--- src/rtl/led_fault_pkg.sv ---
// Purpose: Shared constants and carriers for the LED driver fault manager
// Assumes: 200 MHz internal clock, comparator inputs from the analog front end
// Notes:   Register offsets are byte addresses on a 32-bit AXI4-Lite slave
package led_fault_pkg;

  localparam int unsigned NUM_CH          = 6;
  localparam int unsigned CLK_MHZ         = 200;

  // Times in their own units and derived cycle counts
  localparam int unsigned ENABLE_LOW_US   = 30;
  localparam int unsigned ENABLE_LOW_CYC  = ENABLE_LOW_US * CLK_MHZ;       // shortest time, exact product, no rounding
  localparam int unsigned SOFTSTART_MS    = 8;
  localparam int unsigned SS_STEPS        = 8;                             // first level plus seven more
  localparam int unsigned SS_STEP_CYC     = (SOFTSTART_MS * 1000 * CLK_MHZ + SS_STEPS - 1) / SS_STEPS;
  localparam int unsigned OPEN_DIM_CYCLES = 6;                             // dimming cycles at normal temp
  localparam int unsigned HOT_OPEN_US     = 800;
  localparam int unsigned HOT_OPEN_CYC    = HOT_OPEN_US * CLK_MHZ;

  // Current limit levels in mA
  localparam logic [11:0] ILIM_STEP_MA    = 12'h113;                       // 275 mA
  localparam logic [11:0] ILIM_FINAL_MA   = 12'h898;                       // 2200 mA

  // Register byte offsets
  localparam logic [7:0]  CTRL_OFS        = 8'h00;
  localparam logic [7:0]  STATUS_OFS      = 8'h04;
  localparam logic [7:0]  CHAN_OFS        = 8'h08;
  localparam logic [7:0]  ILIM_OFS        = 8'h0c;

  // Control register fields
  localparam int unsigned CTRL_STRETCH_LSB = 0;                            // soft-start stretch, 4 bits
  localparam logic [31:0] CTRL_RESET       = 32'h0000_0000;

  // AXI responses
  localparam logic [1:0]  RESP_OKAY       = 2'h0;
  localparam logic [1:0]  RESP_DECERR     = 2'h3;

  // Start-up states, Gray coded along the usual path
  typedef enum logic [2:0] {
    ST_OFF     = 3'h0,
    ST_PRESTART= 3'h1,
    ST_INRUSH  = 3'h3,
    ST_SOFT    = 3'h2,
    ST_RUN     = 3'h6,
    ST_HOT     = 3'h7,
    ST_TRIP    = 3'h5
  } phase_t;

  // Comparator inputs as one group
  typedef struct packed {
    logic [NUM_CH-1:0] short_detect;    // channel above about 7.5 V
    logic [NUM_CH-1:0] in_reg;          // channel current at target
    logic              sw_over;         // switch current over limit
    logic              ovp_hit;         // overvoltage_sense at limit
    logic              ovp_20;          // overvoltage_sense above 20 %
    logic              switch_node_ok;  // switch_node above 1.2 V
    logic              fet_on;          // disconnect FET fully enhanced
    logic              temp_low;        // lower temperature threshold
    logic              temp_high;       // upper temperature threshold
    logic              temp_cool;       // cooled enough to restart
    logic              in_overcur;      // input current beyond limits
    logic              stable;          // LED feedback says stable
    logic              dim;             // dimming PWM level
    logic              enable;          // enable pin
    logic              undervoltage_lockout;
  } sense_t;

  localparam int unsigned SENSE_W = $bits(sense_t);

endpackage

--- src/rtl/led_fault_mgr.sv ---
// Purpose: Start-up sequencing and fault management for a six-channel LED boost driver
// Assumes: Asynchronous comparator inputs; AXI4-Lite for status and soft-start stretch
// Notes:   All outputs registered; fault flag is open-drain, active low
//
// Function
// - Switch only after disconnect FET fully on
// - Start current limit at 275 mA
// - Seven more 275 mA steps up to 2.2A
// - Ramp at least 8ms, stretched at low dimming
// - End on-time when switch current exceeds limit
// - Latch fault flag on any fault
// - Clear flag only by reset, re-enable or undervoltage
// - Faulty channel off, others keep running
// - No open or short decisions while unstable; open time-out still disables
// - Input overcurrent switches all channels off
// - Disable channel above short threshold
// - Mark channel good at target current
// - Good channel falling below target is open
// - OVERVOLTAGE_SENSE or lower temp: non-good channels open
// - Open channel disabled after time-out
// - Shorter open time-out when hot
// - Raised forward voltage stays on unless OVERVOLTAGE_SENSE or lower temp
// - Undervoltage stops switching, resets all state except the stretch setting
// - Stay pre-start until switch node above 1.2V
// - OVERVOLTAGE_SENSE node rise then fall opens FET
// - Shut down after enable low 30us
// - Normal open time-out is six dimming cycles
// - Upper temp stops outputs; restart 75/50/25%
`timescale 1ns/1ps
module led_fault_mgr (
  // Clock and reset
  input  wire logic                         aclk,
  input  wire logic                         aresetn,
  // Comparator inputs from the analog front end
  input  wire led_fault_pkg::sense_t        sense,
  // Power stage controls
  output logic                              gate_on,
  output logic                              disconnect_on,
  output logic [led_fault_pkg::NUM_CH-1:0]  ch_enable,
  output logic [11:0]                       ilim_ma,
  output logic [1:0]                        derate,
  // Open-drain fault flag
  output logic                              fault_o,
  output logic                              fault_oe,
  // AXI4-Lite slave
  input  wire logic [7:0]                   s_axi_awaddr,
  input  wire logic                         s_axi_awvalid,
  output logic                              s_axi_awready,
  input  wire logic [31:0]                  s_axi_wdata,
  input  wire logic [3:0]                   s_axi_wstrb,
  input  wire logic                         s_axi_wvalid,
  output logic                              s_axi_wready,
  output logic [1:0]                        s_axi_bresp,
  output logic                              s_axi_bvalid,
  input  wire logic                         s_axi_bready,
  input  wire logic [7:0]                   s_axi_araddr,
  input  wire logic                         s_axi_arvalid,
  output logic                              s_axi_arready,
  output logic [31:0]                       s_axi_rdata,
  output logic [1:0]                        s_axi_rresp,
  output logic                              s_axi_rvalid,
  input  wire logic                         s_axi_rready
);

  localparam int unsigned N = led_fault_pkg::NUM_CH;

  typedef struct packed {
    logic [2:0][led_fault_pkg::SENSE_W-1:0] sync;     // three-stage synchroniser
    led_fault_pkg::phase_t                  phase;
    logic [23:0]                            tmr;      // soft-start step / enable-low timer
    logic [2:0]                             step;
    logic [11:0]                            ilim;
    logic                                   gate;
    logic                                   fet;
    logic                                   ovp20_seen;
    logic [N-1:0]                           good;
    logic [N-1:0]                           open;
    logic [N-1:0]                           dis;
    logic [N-1:0][17:0]                     otmr;     // per-channel open time-out
    logic                                   dim_d;
    logic                                   flag;
    logic [1:0]                             derate;
    logic [3:0]                             stretch;
    logic                                   aw_got;
    logic                                   w_got;
    logic [7:0]                             awaddr;
    logic [31:0]                            wdata;
    logic [3:0]                             wstrb;
    logic                                   bvalid;
    logic [1:0]                             bresp;
    logic                                   rvalid;
    logic [31:0]                            rdata;
    logic [1:0]                             rresp;
    logic                                   en_seen;
  } state_t;

  state_t st_r;
  state_t st_nxt;
  led_fault_pkg::sense_t s;   // synchronised comparator view, always the third stage
  logic                  dim_rise;
  logic [N-1:0]          to_open;

  // Soft-start limit for a step index
  function automatic logic [11:0] step_limit(input logic [2:0] idx);
    step_limit = 12'(led_fault_pkg::ILIM_STEP_MA * (12'(idx) + 12'h001));
  endfunction

  // Only the second and third stages feed logic; first stage stays unread
  always_comb begin
    s = led_fault_pkg::sense_t'(st_r.sync[2]);
    if (st_r.sync[1] == st_r.sync[2]) begin
      s = led_fault_pkg::sense_t'(st_r.sync[1]);
    end
  end

  assign dim_rise = s.dim & ~st_r.dim_d;

  // Next-state logic for the whole block
  always_comb begin
    st_nxt         = st_r;
    st_nxt.sync[0] = sense;
    st_nxt.sync[1] = st_r.sync[0];
    st_nxt.sync[2] = st_r.sync[1];
    st_nxt.dim_d   = s.dim;
    to_open        = '0;

    // Start-up sequence
    case (st_r.phase)
      led_fault_pkg::ST_OFF: begin
        st_nxt.gate = 1'b0;
        st_nxt.fet  = 1'b0;
        st_nxt.tmr  = '0;
        if (s.enable) begin
          st_nxt.phase = led_fault_pkg::ST_PRESTART;
        end
      end
      led_fault_pkg::ST_PRESTART: begin
        if (s.switch_node_ok) begin
          st_nxt.fet   = 1'b1;
          st_nxt.phase = led_fault_pkg::ST_INRUSH;
        end
      end
      led_fault_pkg::ST_INRUSH: begin
        if (s.fet_on) begin
          st_nxt.phase = led_fault_pkg::ST_SOFT;
          st_nxt.step  = 3'h0;
          st_nxt.ilim  = step_limit(3'h0);
          st_nxt.tmr   = '0;
        end
      end
      led_fault_pkg::ST_SOFT: begin
        // With stretch set, the timer only counts while dimming is high, so short duty ramps slower
        if (!s.dim && st_r.stretch != 4'h0) begin
          st_nxt.tmr = st_r.tmr;
        end else begin
          st_nxt.tmr = st_r.tmr + 24'h000001;
        end
        if (st_r.tmr >= 24'(led_fault_pkg::SS_STEP_CYC - 1)) begin
          st_nxt.tmr = '0;
          if (st_r.step == 3'h7) begin
            st_nxt.phase = led_fault_pkg::ST_RUN;
            st_nxt.ilim  = led_fault_pkg::ILIM_FINAL_MA;
          end else begin
            st_nxt.step = st_r.step + 3'h1;
            st_nxt.ilim = step_limit(st_r.step + 3'h1);
          end
        end
      end
      led_fault_pkg::ST_RUN: begin
      end
      led_fault_pkg::ST_HOT: begin
        if (s.temp_cool) begin
          st_nxt.phase = led_fault_pkg::ST_RUN;
        end
      end
      led_fault_pkg::ST_TRIP: begin
        st_nxt.fet = 1'b0;                             // stays off until re-enable
      end
      default: begin
        st_nxt.phase = led_fault_pkg::ST_OFF;
      end
    endcase

    // Upper temperature stops switching during the ramp as well as in run
    if (s.temp_high && (st_r.phase == led_fault_pkg::ST_SOFT || st_r.phase == led_fault_pkg::ST_RUN)) begin
      st_nxt.phase = led_fault_pkg::ST_HOT;
      st_nxt.flag  = 1'b1;
      if (st_r.derate != 2'h3) begin
        st_nxt.derate = st_r.derate + 2'h1;
      end
    end

    // Cycle-by-cycle limit: gate follows limit comparator
    st_nxt.gate = (st_nxt.phase == led_fault_pkg::ST_SOFT || st_nxt.phase == led_fault_pkg::ST_RUN)
                  && !s.sw_over;

    // Overvoltage node rose above 20 % then fell: open the input FET
    if (s.ovp_20) begin
      st_nxt.ovp20_seen = 1'b1;
    end else if (st_r.ovp20_seen && st_r.phase != led_fault_pkg::ST_OFF) begin
      st_nxt.phase = led_fault_pkg::ST_TRIP;
      st_nxt.fet   = 1'b0;
      st_nxt.gate  = 1'b0;
      st_nxt.flag  = 1'b1;
    end

    // Input overcurrent kills every channel
    if (s.in_overcur && st_r.phase != led_fault_pkg::ST_OFF) begin
      st_nxt.phase = led_fault_pkg::ST_TRIP;
      st_nxt.gate  = 1'b0;
      st_nxt.flag  = 1'b1;
    end

    // Per-channel classification; open and short decisions held off while unstable, good marking and time-out are not
    for (int i = 0; i < N; i++) begin
      if (s.in_reg[i]) begin
        st_nxt.good[i] = 1'b1;
      end
      if (s.stable && st_r.phase == led_fault_pkg::ST_RUN && !st_r.dis[i]) begin
        if (st_r.good[i] && !s.in_reg[i]) begin
          to_open[i] = 1'b1;
        end
        // Raised forward voltage alone does not open a channel
        if ((s.ovp_hit || s.temp_low) && !st_r.good[i]) begin
          to_open[i] = 1'b1;
        end
        if (s.short_detect[i]) begin
          st_nxt.dis[i] = 1'b1;
          st_nxt.flag   = 1'b1;
        end
      end
      if (to_open[i] && !st_r.open[i]) begin
        st_nxt.open[i] = 1'b1;
        st_nxt.otmr[i] = '0;
      end
      // Time-out: dimming edges normally, clock cycles when hot
      if (st_r.open[i] && !st_r.dis[i]) begin
        if (s.temp_low) begin
          st_nxt.otmr[i] = st_r.otmr[i] + 18'h00001;
          if (st_r.otmr[i] >= 18'(led_fault_pkg::HOT_OPEN_CYC - 1)) begin
            st_nxt.dis[i] = 1'b1;
            st_nxt.flag   = 1'b1;
          end
        end else if (dim_rise) begin
          st_nxt.otmr[i] = st_r.otmr[i] + 18'h00001;
          if (st_r.otmr[i] >= 18'(led_fault_pkg::OPEN_DIM_CYCLES - 1)) begin
            st_nxt.dis[i] = 1'b1;
            st_nxt.flag   = 1'b1;
          end
        end
      end
    end

    // Enable low for 30 us shuts the device down and clears the flag
    if (!s.enable && st_r.phase != led_fault_pkg::ST_OFF) begin
      // Start from zero: the timer may still hold a ramp count
      st_nxt.tmr = st_r.en_seen ? st_r.tmr + 24'h000001 : 24'h000000;
      st_nxt.en_seen = 1'b1;
      if (st_r.en_seen && st_r.tmr >= 24'(led_fault_pkg::ENABLE_LOW_CYC)) begin
        st_nxt = '0;
        st_nxt.sync    = {st_r.sync[1], st_r.sync[0], sense};
        st_nxt.stretch = st_r.stretch;
        st_nxt.flag    = 1'b0;
      end
    end else if (st_r.en_seen) begin
      st_nxt.en_seen = 1'b0;
      st_nxt.tmr     = '0;
    end

    // Register bus: write address and data in either order
    if (s_axi_awvalid && !st_r.aw_got) begin
      st_nxt.aw_got = 1'b1;
      st_nxt.awaddr = s_axi_awaddr;
    end
    if (s_axi_wvalid && !st_r.w_got) begin
      st_nxt.w_got = 1'b1;
      st_nxt.wdata = s_axi_wdata;
      st_nxt.wstrb = s_axi_wstrb;
    end
    if (st_r.aw_got && st_r.w_got && !st_r.bvalid) begin
      st_nxt.bvalid = 1'b1;
      st_nxt.aw_got = 1'b0;
      st_nxt.w_got  = 1'b0;
      st_nxt.bresp  = led_fault_pkg::RESP_OKAY;
      if (st_r.awaddr == led_fault_pkg::CTRL_OFS) begin
        if (st_r.wstrb[0]) begin
          st_nxt.stretch = st_r.wdata[led_fault_pkg::CTRL_STRETCH_LSB +: 4];
        end
      end else if (st_r.awaddr != led_fault_pkg::STATUS_OFS && st_r.awaddr != led_fault_pkg::CHAN_OFS
                   && st_r.awaddr != led_fault_pkg::ILIM_OFS) begin
        st_nxt.bresp = led_fault_pkg::RESP_DECERR;
      end
    end
    if (st_r.bvalid && s_axi_bready) begin
      st_nxt.bvalid = 1'b0;
    end
    if (s_axi_arvalid && !st_r.rvalid) begin
      st_nxt.rvalid = 1'b1;
      st_nxt.rresp  = led_fault_pkg::RESP_OKAY;
      case (s_axi_araddr)
        led_fault_pkg::CTRL_OFS:   st_nxt.rdata = {28'h0000000, st_r.stretch};
        led_fault_pkg::STATUS_OFS: st_nxt.rdata = {23'h000000, st_r.derate, st_r.step,
                                                   st_r.phase, st_r.flag};
        led_fault_pkg::CHAN_OFS:   st_nxt.rdata = {8'h00, 2'h0, st_r.dis, 2'h0, st_r.open, 2'h0, st_r.good};
        led_fault_pkg::ILIM_OFS:   st_nxt.rdata = {20'h00000, st_r.ilim};
        default: begin
          st_nxt.rdata = 32'h0000_0000;
          st_nxt.rresp = led_fault_pkg::RESP_DECERR;
        end
      endcase
    end
    if (st_r.rvalid && s_axi_rready) begin
      st_nxt.rvalid = 1'b0;
    end
  end

  // State register; undervoltage clears all state except the stretch setting
  always_ff @(posedge aclk) begin
    if (!aresetn) begin
      st_r <= '0;
    end else if (s.undervoltage_lockout) begin
      st_r         <= '0;
      st_r.sync[0] <= sense;
      st_r.sync[1] <= st_r.sync[0];
      st_r.sync[2] <= st_r.sync[1];
      st_r.stretch <= st_r.stretch;
    end else begin
      st_r <= st_nxt;
    end
  end

  // Output flops
  always_ff @(posedge aclk) begin
    if (!aresetn) begin
      gate_on       <= 1'b0;
      disconnect_on <= 1'b0;
      ch_enable     <= '0;
      ilim_ma       <= '0;
      derate        <= 2'h0;
      fault_o       <= 1'b0;
      fault_oe      <= 1'b0;
    end else begin
      gate_on       <= st_nxt.gate;
      disconnect_on <= st_nxt.fet;
      ch_enable     <= (st_nxt.phase == led_fault_pkg::ST_SOFT || st_nxt.phase == led_fault_pkg::ST_RUN)
                       ? ~st_nxt.dis : '0;
      ilim_ma       <= st_nxt.ilim;
      derate        <= st_nxt.derate;
      fault_o       <= 1'b0;
      fault_oe      <= st_nxt.flag;
    end
  end

  // Bus handshakes
  assign s_axi_awready = !st_r.aw_got;
  assign s_axi_wready  = !st_r.w_got;
  assign s_axi_bvalid  = st_r.bvalid;
  assign s_axi_bresp   = st_r.bresp;
  assign s_axi_arready = !st_r.rvalid;
  assign s_axi_rvalid  = st_r.rvalid;
  assign s_axi_rdata   = st_r.rdata;
  assign s_axi_rresp   = st_r.rresp;

endmodule

--- config.mk ---
export PLATFORM = sky130hd
export DESIGN_NAME = led_fault_mgr
export DESIGN_NICKNAME = d
export VERILOG_FILES = /design/src/rtl/led_fault_pkg.sv /design/src/rtl/led_fault_mgr.sv
export SDC_FILE = /design/constraint.sdc
export NUM_CORES = 1
export LEC_CHECK = 0
export ABC_AREA = 1
export BUFFER_PORTS_ARGS = -buffer_cell sky130_fd_sc_hd__buf_2
export CAP_MARGIN = 0
export CORE_UTILIZATION = 53
export DETAILED_ROUTE_END_ITERATION = 6
export PLACE_DENSITY_LB_ADDON = 0.2
export SYNTH_ARGS = -nofsm -noshare
export SYNTH_HDL_FRONTEND = slang
export SYNTH_SLANG_ARGS = --single-unit
--- constraint.sdc ---
create_clock -name aclk -period 3.74 [get_ports aclk]
set_clock_uncertainty 0.15 [all_clocks]
set_input_delay 0.374 -clock aclk [delete_from_list [all_inputs] [get_ports aclk]]
set_output_delay 0.374 -clock aclk [all_outputs]
set_load 0.05 [all_outputs]
# Word level (Yosys, flattened, before mapping)
# Index checks and enable logic that the tools add are counted.
# word_totals
in_bits,84
out_inout_bits,65
regBits,330
# op_classes
eq_ne,21
bitwise_logic,5
magnitude_cmp,14
addsub,10
n_mux,185
n_reduce_logical,110
n_mul,1
# ops
operator,count
$mux W18,24
$mux W264,1
$mux W236,1
$mux W1,122
$add A18 B1 Y18 const B,6
$ge A18 B18 Y1 const B,6
$ge A18 B3 Y1 const B,6
$mux W24,4
$pmux W22 S4,1
$mux W42,2
$pmux W24 S3,1
$logic_and A1 B1 Y1,47
$mux W3,12
$mux W36,1
$mux W35,1
$logic_not A1 Y1,31
$pmux W15 S2,1
$eq A25 B25 Y1,1
$mux W25,1
$add A24 B1 Y24 const B,1
$ge A24 B13 Y1 const B,1
$ge A24 B18 Y1 const B,1
$eq A3 B3 Y1 const B,6
$pmux W3 S6,1
other kinds (34),67

# Longest topological paths before layout
# Gate-level depths: netlist (run 1).
# depth
depth_word,48
depth_mapped,19

# Least setup slack after synthesis (run 1)
# OpenSTA, ideal clock, no wires.
# synth_path
path_type,flip-flop to flip-flop
from,reg st_r[234] (netlist name)
to,reg st_r[232] (netlist name)
setup_ps,118
arrival_time_ps,2936
synth_period_minus_slack_ps,3205
setup_slack_ps,535
path_stages_with_launch,20
t_required_ps,3472
path_cell_list,dfxtp_1 ha_1 inv_1 ha_1 xnor2_1 inv_1 ha_1 ha_1 ha_1 inv_1 o21bai_1 nand2_1 inv_1 nor2_1 nor2_1 nand2_1 nand4_1 nand2_1 nand2_1 nor2_1
# synth_between
elab_chain_len,8
word_cells_on_any_way,9
# synth_lines
element,line,text
"start, declared",led_fault_mgr.sv:97,state_t st_r;
"start signal, assigned",led_fault_mgr.sv:328,st_r <= st_nxt;
$add A3 B1 Y3,led_fault_mgr.sv:165,st_nxt.ilim = step_limit(st_r.step + 3'h1);
$add A3 B1 Y4,led_fault_mgr.sv:105,step_limit = 12'(led_fault_pkg::ILIM_STEP_MA * (12'(idx) + 12'h001));
$mul A9 B4 Y12,led_fault_mgr.sv:105,
$mux W12 (*),led_fault_mgr.sv:160,if (st_r.step == 3'h7) begin
$mux W42 (*),led_fault_mgr.sv:158,if (st_r.tmr >= 24'(led_fault_pkg::SS_STEP_CYC - 1)) begin
$pmux W15 S2 (*),led_fault_mgr.sv:128,case (st_r.phase)
$mux W264,led_fault_mgr.sv:259,if (st_r.en_seen && st_r.tmr >= 24'(led_fault_pkg::ENABLE_LOW_CYC)) begin
$mux W236 (*),led_fault_mgr.sv:255,if (!s.enable && st_r.phase != led_fault_pkg::ST_OFF) begin
# Mark *: on every way between the ends. The rest lies on a longest branch, timed or not. The select of a mux whose other input is x is not followed.
# A chain may end at the register's enable or synchronous reset.

# Worst setup path in the final report (run 1)
# layout_path
from,reg st_r[235] (netlist name)
to,reg st_r[232] (netlist name)
# Same word-level chain as after synthesis.

==> flow_summary.json, run 1 <==
{
  "status": "finished, final reports clean",
  "final_cell_mix": "nand2_1, inv_1, dfxtp_1",
  "syn-cell-area_mm2": 0.0157,
  "max_stage_delay_ns": 0.38,
  "crit_path_cell_trace": "ha_1 > inv_1 > ha_1 > xnor2_1 > inv_1 > ha_1 > ha_1 > ha_1 > inv_1 > o21bai_1 > nand2_1 > inv_1 > nor2_1 > nor2_1 > nand2_1 > nand4_1 > nand2_1 > nand2_1 > nor2_1",
  "ys_seq_area_frac": 0.403,
  "cts_max_level": 2,
  "gp_congestion": 0.921,
  "vias": 14900,
  "grt_pass1_wl_um": 64400,
  "rsz0062_at_grt": "false",
  "die_h_um": 174,
  "setup_viol": 0,
  "finalCritPeriodShare": 0.871,
  "drcViolationCount": 0,
  "worst_pin_slew_ns": 1.01,
  "setup.worst_path.class": "reg2reg",
  "gr-total-overflow": 0,
  "die_x_um": 174,
  "synth_top_area_frac": 0.403,
  "slew_headroom": 0.328,
  "worstHoldPathType": "in2reg",
  "drt_iter0_drc": 1066,
  "yosysTopAreaCell": "dfxtp_1",
  "first_pass_iters": 6,
  "cts-buffers-inserted": 35,
  "synth_warnings": 0,
  "crit_arrival_ns": 3.51,
  "final_nets": 2564,
  "antenna_found_initial": 0,
  "first_global_vias": 13400,
  "whs_ns": 0.177,
  "avgViaCountPerCell": 5.21,
  "drive_above_1_share": 0.0891,
  "fin_cells": 2853,
  "synth-async-reset-ratio": 0,
  "fmax_mhz": 307,
  "design_area_mm2": 0.0180,
  "cts.clk_slew.worst_paths_ns": 0.06,
  "powerDensity_mw_per_mm2": 423,
  "dp_hpwl_um": 27400,
  "cp-end-kind": "register",
  "ys_types": 43,
  "ys_seq_elements": 316,
  "power.total_mw": 7.62,
  "fin_ws_ns": 0.484,
  "boundaryPins": 149,
  "cp-start-kind": "register",
  "root_buffer": "clkbuf_16",
  "max-cap-violations": 0,
  "synthTopCellsByArea": "dfxtp_1, nand2_1, inv_1",
  "grt.total_usage": 0.255,
  "clock_path_buffers": 3,
  "final_core_util": 0.623,
  "post-place-ws_ns": 0.542,
  "synth_area_per_cell_um2": 6.72,
  "cts_tree": "yes",
  "final_common_cell": "nand2_1",
  "finalHoldViolations": 0,
  "core_area_mm2": 0.0289,
  "antenna_cells": 0,
  "dp_cells": 2751,
  "post_cts_buffers": 0,
  "report.final.slew_viol_count": 0,
  "required_ns": 3.99,
  "dieArea_mm2": 0.0303,
  "ir_drop_v": 0.000368,
  "grt_max_degree": 77,
  "postPlaceCellArea_mm2": 0.0163,
  "path_common_cell": "ha_1",
  "cts_sinks": 316,
  "tns_ns": 0,
  "initial_core_util": 0.543,
  "cts_resized": 0,
  "synth_edf_count": 0,
  "syn_inst": 2338,
  "io_buffers": 104,
  "row_count": 62,
  "nFillCells": 2659,
  "path_max_fanout": 5,
  "wire_per_inst_um": 13.8,
  "crit_path_top_delay_cell": "dfxtp_1",
  "routed_wl_um": 39300,
  "area_delta_synth_final_pct": 14.7,
  "period_needed_ns": 3.26,
  "leakage_nw": 8.06,
  "insertion_delay_ns": 0.52,
  "ys.flop_type": "dfxtp_1",
  "drtAntennaViolNets": 0
}
-- final cells by class --
class,count,area (um2),share of cell area
multi-input cells,1554,7430,0.412
flip-flops and latches,316,6330,0.351
inverters,380,1430,0.0792
repair buffers,159,1050,0.0583
clock buffers,47,1020,0.0567
well taps,384,480,0.0267
clock inverters,13,285,0.0158
-- cells in the mapped netlist (19+ instances only) --
cell        n
inv_2      22
ha_1       34
nor3_1     42
a21oi_1   169
o22ai_1    38
buf_4      47
nand3_1   165
buf_2      19
clkbuf_1   33
nand2_1   569
xor2_1     38
inv_1     339
nand4_1    59
nor2_1    269
o21ai_0    74
dfxtp_1   316
clkinv_1   19
-- registers in the layout (all words and copies together) (netlist names) --
| name | flops |
|---|---|
| fault_oe | 1 |
| derate | 2 |
| s_axi_bvalid | 1 |
| gate_on | 1 |
| ilim_ma | 12 |
| s_axi_rdata | 20 |
| s_axi_bresp | 1 |
| s_axi_rvalid | 1 |
| ch_enable | 6 |
| s_axi_rresp | 1 |
| disconnect_on | 1 |
| st_r | 269 |
-- worst max-delay path, delay by kind of cell, from the launching register on --
kind / cells / cell delay, ns
adder cells (fa/ha/maj): 5 / 1.31
XOR/XNOR: 1 / 0.22
buffers and inverters: 4 / 0.33
flip-flops: 1 / 0.38
AO/OA/AOI/OAI: 1 / 0.20
AND/OR/NAND/NOR: 8 / 0.54
-- path summary, 6_finish.rpt --
path,cells past startpoint,end,from,slack [ns]
worst max-delay path,19,st_r[232],st_r[235],0.48
worst min-delay path,5,s_axi_rdata[1],s_axi_arvalid,0.18
worst max register to register,19,st_r[232],st_r[235],0.48
worst min register to register,2,st_r[332],st_r[307],0.25
-- power by group --
| part | switching (mW) | leakage (nW) | internal, mW |
|---|---|---|---|
| clock | 1.41 | 0.641 | 2.42 |
| sequential | 0.0273 | 2.56 | 3.42 |
| combinational | 0.233 | 4.85 | 0.105 |
| total | 1.68 | 8.06 | 5.94 |
-- repair_timing --
item,in CTS,in global routing
hold buffers,41,1
endpoints found under the hold margin,41,1
endpoints found under the setup margin,0,0
-- routing by layer --
layer | GRT usage | part of all wire | vias up
met2 | 0.410 | 0.45 | 419
met3 | 0.0376 | 0.057 | 78
met4 | 0.0786 | 0.027 | 0
met1 | 0.352 | 0.47 | 6800
li1 | - | - | 7577
met5 | 0 | 0 | -
-- kinds of logic (layout without fill, tap and decap cells) --
group / count (synthesis) / after routing / share of synthesized area
fa+ha+maj: 34 / 34 / 0.0271
buf+inv: 480 / 599 / 0.128
xor+xnor: 42 / 42 / 0.0234
flops: 316 / 316 / 0.403
compound gates: 320 / 320 / 0.110
simple gates: 1145 / 1145 / 0.309
other cells: 1 / 13 / 0.000239
(Power assumes the default switching activity.)
==> run 2: changes to the inputs <==
--- a/config.mk
+++ b/config.mk
@@ -8,9 +8,13 @@
 export ABC_AREA = 1
 export BUFFER_PORTS_ARGS = -buffer_cell sky130_fd_sc_hd__buf_2
 export CAP_MARGIN = 0
-export CORE_UTILIZATION = 53
+export CELL_PAD_IN_SITES_DETAIL_PLACEMENT = 1
+export CELL_PAD_IN_SITES_GLOBAL_PLACEMENT = 2
+export CORE_UTILIZATION = 34
+export CTS_BUF_LIST = sky130_fd_sc_hd__clkbuf_4
 export DETAILED_ROUTE_END_ITERATION = 6
 export PLACE_DENSITY_LB_ADDON = 0.2
+export RECOVER_POWER = 50
 export SYNTH_ARGS = -nofsm -noshare
 export SYNTH_HDL_FRONTEND = slang
 export SYNTH_SLANG_ARGS = --single-unit
==> flow_summary.json, run 2 (same netlist as run 1, synthesis figures left out) <==
{
  "period_needed_ns": 3.50,
  "antenna_found_initial": 3,
  "drive_above_1_share": 0.0943,
  "p_clk_frac": 0.468,
  "largest_reg_flops": 269,
  "cp-start-kind": "register",
  "nFillCells": 5977,
  "cts.clk_slew.worst_paths_ns": 0.06,
  "rsz0062_at_grt": "false",
  "drcViolationCount": 0,
  "root_buffer": "clkbuf_4",
  "wire_per_inst_um": 15.7,
  "worst_pin_slew_ns": 1.93,
  "routed_wl_um": 51000,
  "report.final.slew_viol_count": 55,
  "cts_sinks": 316,
  "p_comb_frac": 0.056,
  "area_delta_synth_final_pct": 19.1,
  "seq_area_mm2": 0.00633,
  "crit_arrival_ns": 4.05,
  "cts_tree": "yes",
  "grt_pass1_wl_um": 82900,
  "finalHoldViolations": 0,
  "insertion_delay_ns": 0.87,
  "row_count": 78,
  "powerDensity_mw_per_mm2": 387,
  "setup_viol": 0,
  "first_global_vias": 16200,
  "fmax_mhz": 285,
  "boundaryPins": 149,
  "worstHoldPathType": "in2reg",
  "avgViaCountPerCell": 4.79,
  "final_nets": 2681,
  "drt_iter0_drc": 650,
  "cts-buffers-inserted": 96,
  "required_ns": 4.28,
  "fin_ws_ns": 0.237,
  "intPower_mw": 5.30,
  "cp-end-kind": "register",
  "cts_resized": 0,
  "dp_hpwl_um": 35500,
  "final_cell_mix": "nand2_1, inv_1, dfxtp_1",
  "path_max_fanout": 10,
  "grt.total_usage": 0.218,
  "first_pass_iters": 5,
  "multi_input_area_mm2": 0.00742,
  "violations": "max-capacitance violations, max-slew violations",
  "cts_max_level": 3,
  "drtAntennaViolNets": 0,
  "vias": 15600,
  "post_cts_buffers": 0,
  "initial_core_util": 0.346,
  "grt_max_degree": 77,
  "tns_ns": 0,
  "ir_drop_v": 0.000259,
  "setup.worst_path.class": "reg2reg",
  "die_x_um": 217,
  "seqPwrFrac": 0.476,
  "top_register": "st_r",
  "swShare": 0.268,
  "gp_congestion": 0.822,
  "dieArea_mm2": 0.0471,
  "holdBufCountCts": 96,
  "power.total_mw": 7.24,
  "final_common_cell": "nand2_1",
  "clock_path_buffers": 3,
  "core_area_mm2": 0.0455,
  "post-place-ws_ns": 0.293,
  "gr-total-overflow": 0,
  "finalCritPeriodShare": 0.937,
  "status": "finished with violations",
  "slew_headroom": -0.291,
  "die_h_um": 217,
  "max-cap-violations": 1,
  "leakage_nw": 8.12,
  "power.switching_mw": 1.94,
  "io_buffers": 104
}
==> run 2: changes by cell type in the layout (fill, tap and decap cells not counted), sizes merged <==
cell	previous run	this run
dlygate4sd3	42	96
clkinvlp	0	1
inv	363	365
clkinv	23	55
clkbuf	47	188
diode	0	7
buf	117	65
bufinv	7	1
==> run 2: power by group through the flow <==
| stage | clock network [mW] | registers (mW) | logic [mW] |
|---|---|---|---|
| 6_report | 3.39 | 3.45 | 0.405 |
| 4_1_cts | 3.51 | 3.45 | 0.400 |
| 5_1_grt | 3.71 | 3.45 | 0.442 |
| 3_5_place_dp | 0 | 3.52 | 0.323 |
| 2_1_floorplan | 0 | 3.52 | 0.227 |
| 3_3_place_gp | 0 | 3.52 | 0.318 |
==> run 2: cell type report <==
| type | count | share of cell area |
|---|---|---|
| inverter | 380 | 0.0762 |
| sequential | 316 | 0.338 |
| tap | 600 | 0.0401 |
| antenna | 7 | 0.000936 |
| clock inverter | 42 | 0.0114 |
| multi-input combinational | 1554 | 0.397 |
| timing repair buffer | 215 | 0.0828 |
| clock buffer | 134 | 0.0538 |
==> run 2: worst paths after layout <==
check | depth (start not counted) | start | slack (ns) | end
worst min-delay path | 6 | s_axi_araddr[3] | 0.07 | s_axi_rdata[3]
worst min register to register | 2 | st_r[306] | 0.24 | st_r[331]
worst max register to register | 19 | st_r[234] | 0.24 | st_r[232]
worst max-delay path | 19 | st_r[234] | 0.24 | st_r[232]
==> run 2: metal layers <==
| layer | part of all wire | vias to the layer above | track usage |
|---|---|---|---|
| met1 | 0.46 | 7398 | 0.272 |
| met5 | 0 | - | 0 |
| met3 | 0.037 | 85 | 0.0484 |
| met4 | 0.022 | 0 | 0.0716 |
| li1 | - | 7885 | - |
| met2 | 0.48 | 185 | 0.369 |
==> run 2: per-stage QoR <==
stage | std cells | util | hold WS (ns) | cell area [um2]
floorplan | 2350 | - | 0.236 | 15800
global placement | 2969 | 0.365 | 0.253 | 16600
detailed placement | 2969 | 0.365 | 0.253 | 16600
CTS | 3241 | 0.413 | 0.0113 | 18800
global route | 3248 | 0.411 | 0.0215 | 18700
finish | 3248 | 0.411 | 0.0745 | 18700
==> run 2: worst max-delay path, stage by stage, from the launching register on <==
cell and delay [ns]:
dfxtp_1 0.56, ha_1 0.24, inv_1 0.05, ha_1 0.31, xnor2_1 0.21, inv_1 0.13, ha_1 0.32, ha_1 0.19
ha_1 0.30, inv_1 0.05, o21bai_1 0.21, nand2_1 0.07, inv_1 0.10, nor2_1 0.06, nor2_1 0.08, nand2_1 0.05
nand4_1 0.08, nand2_1 0.07, nand2_1 0.08, nor2_1 0.04
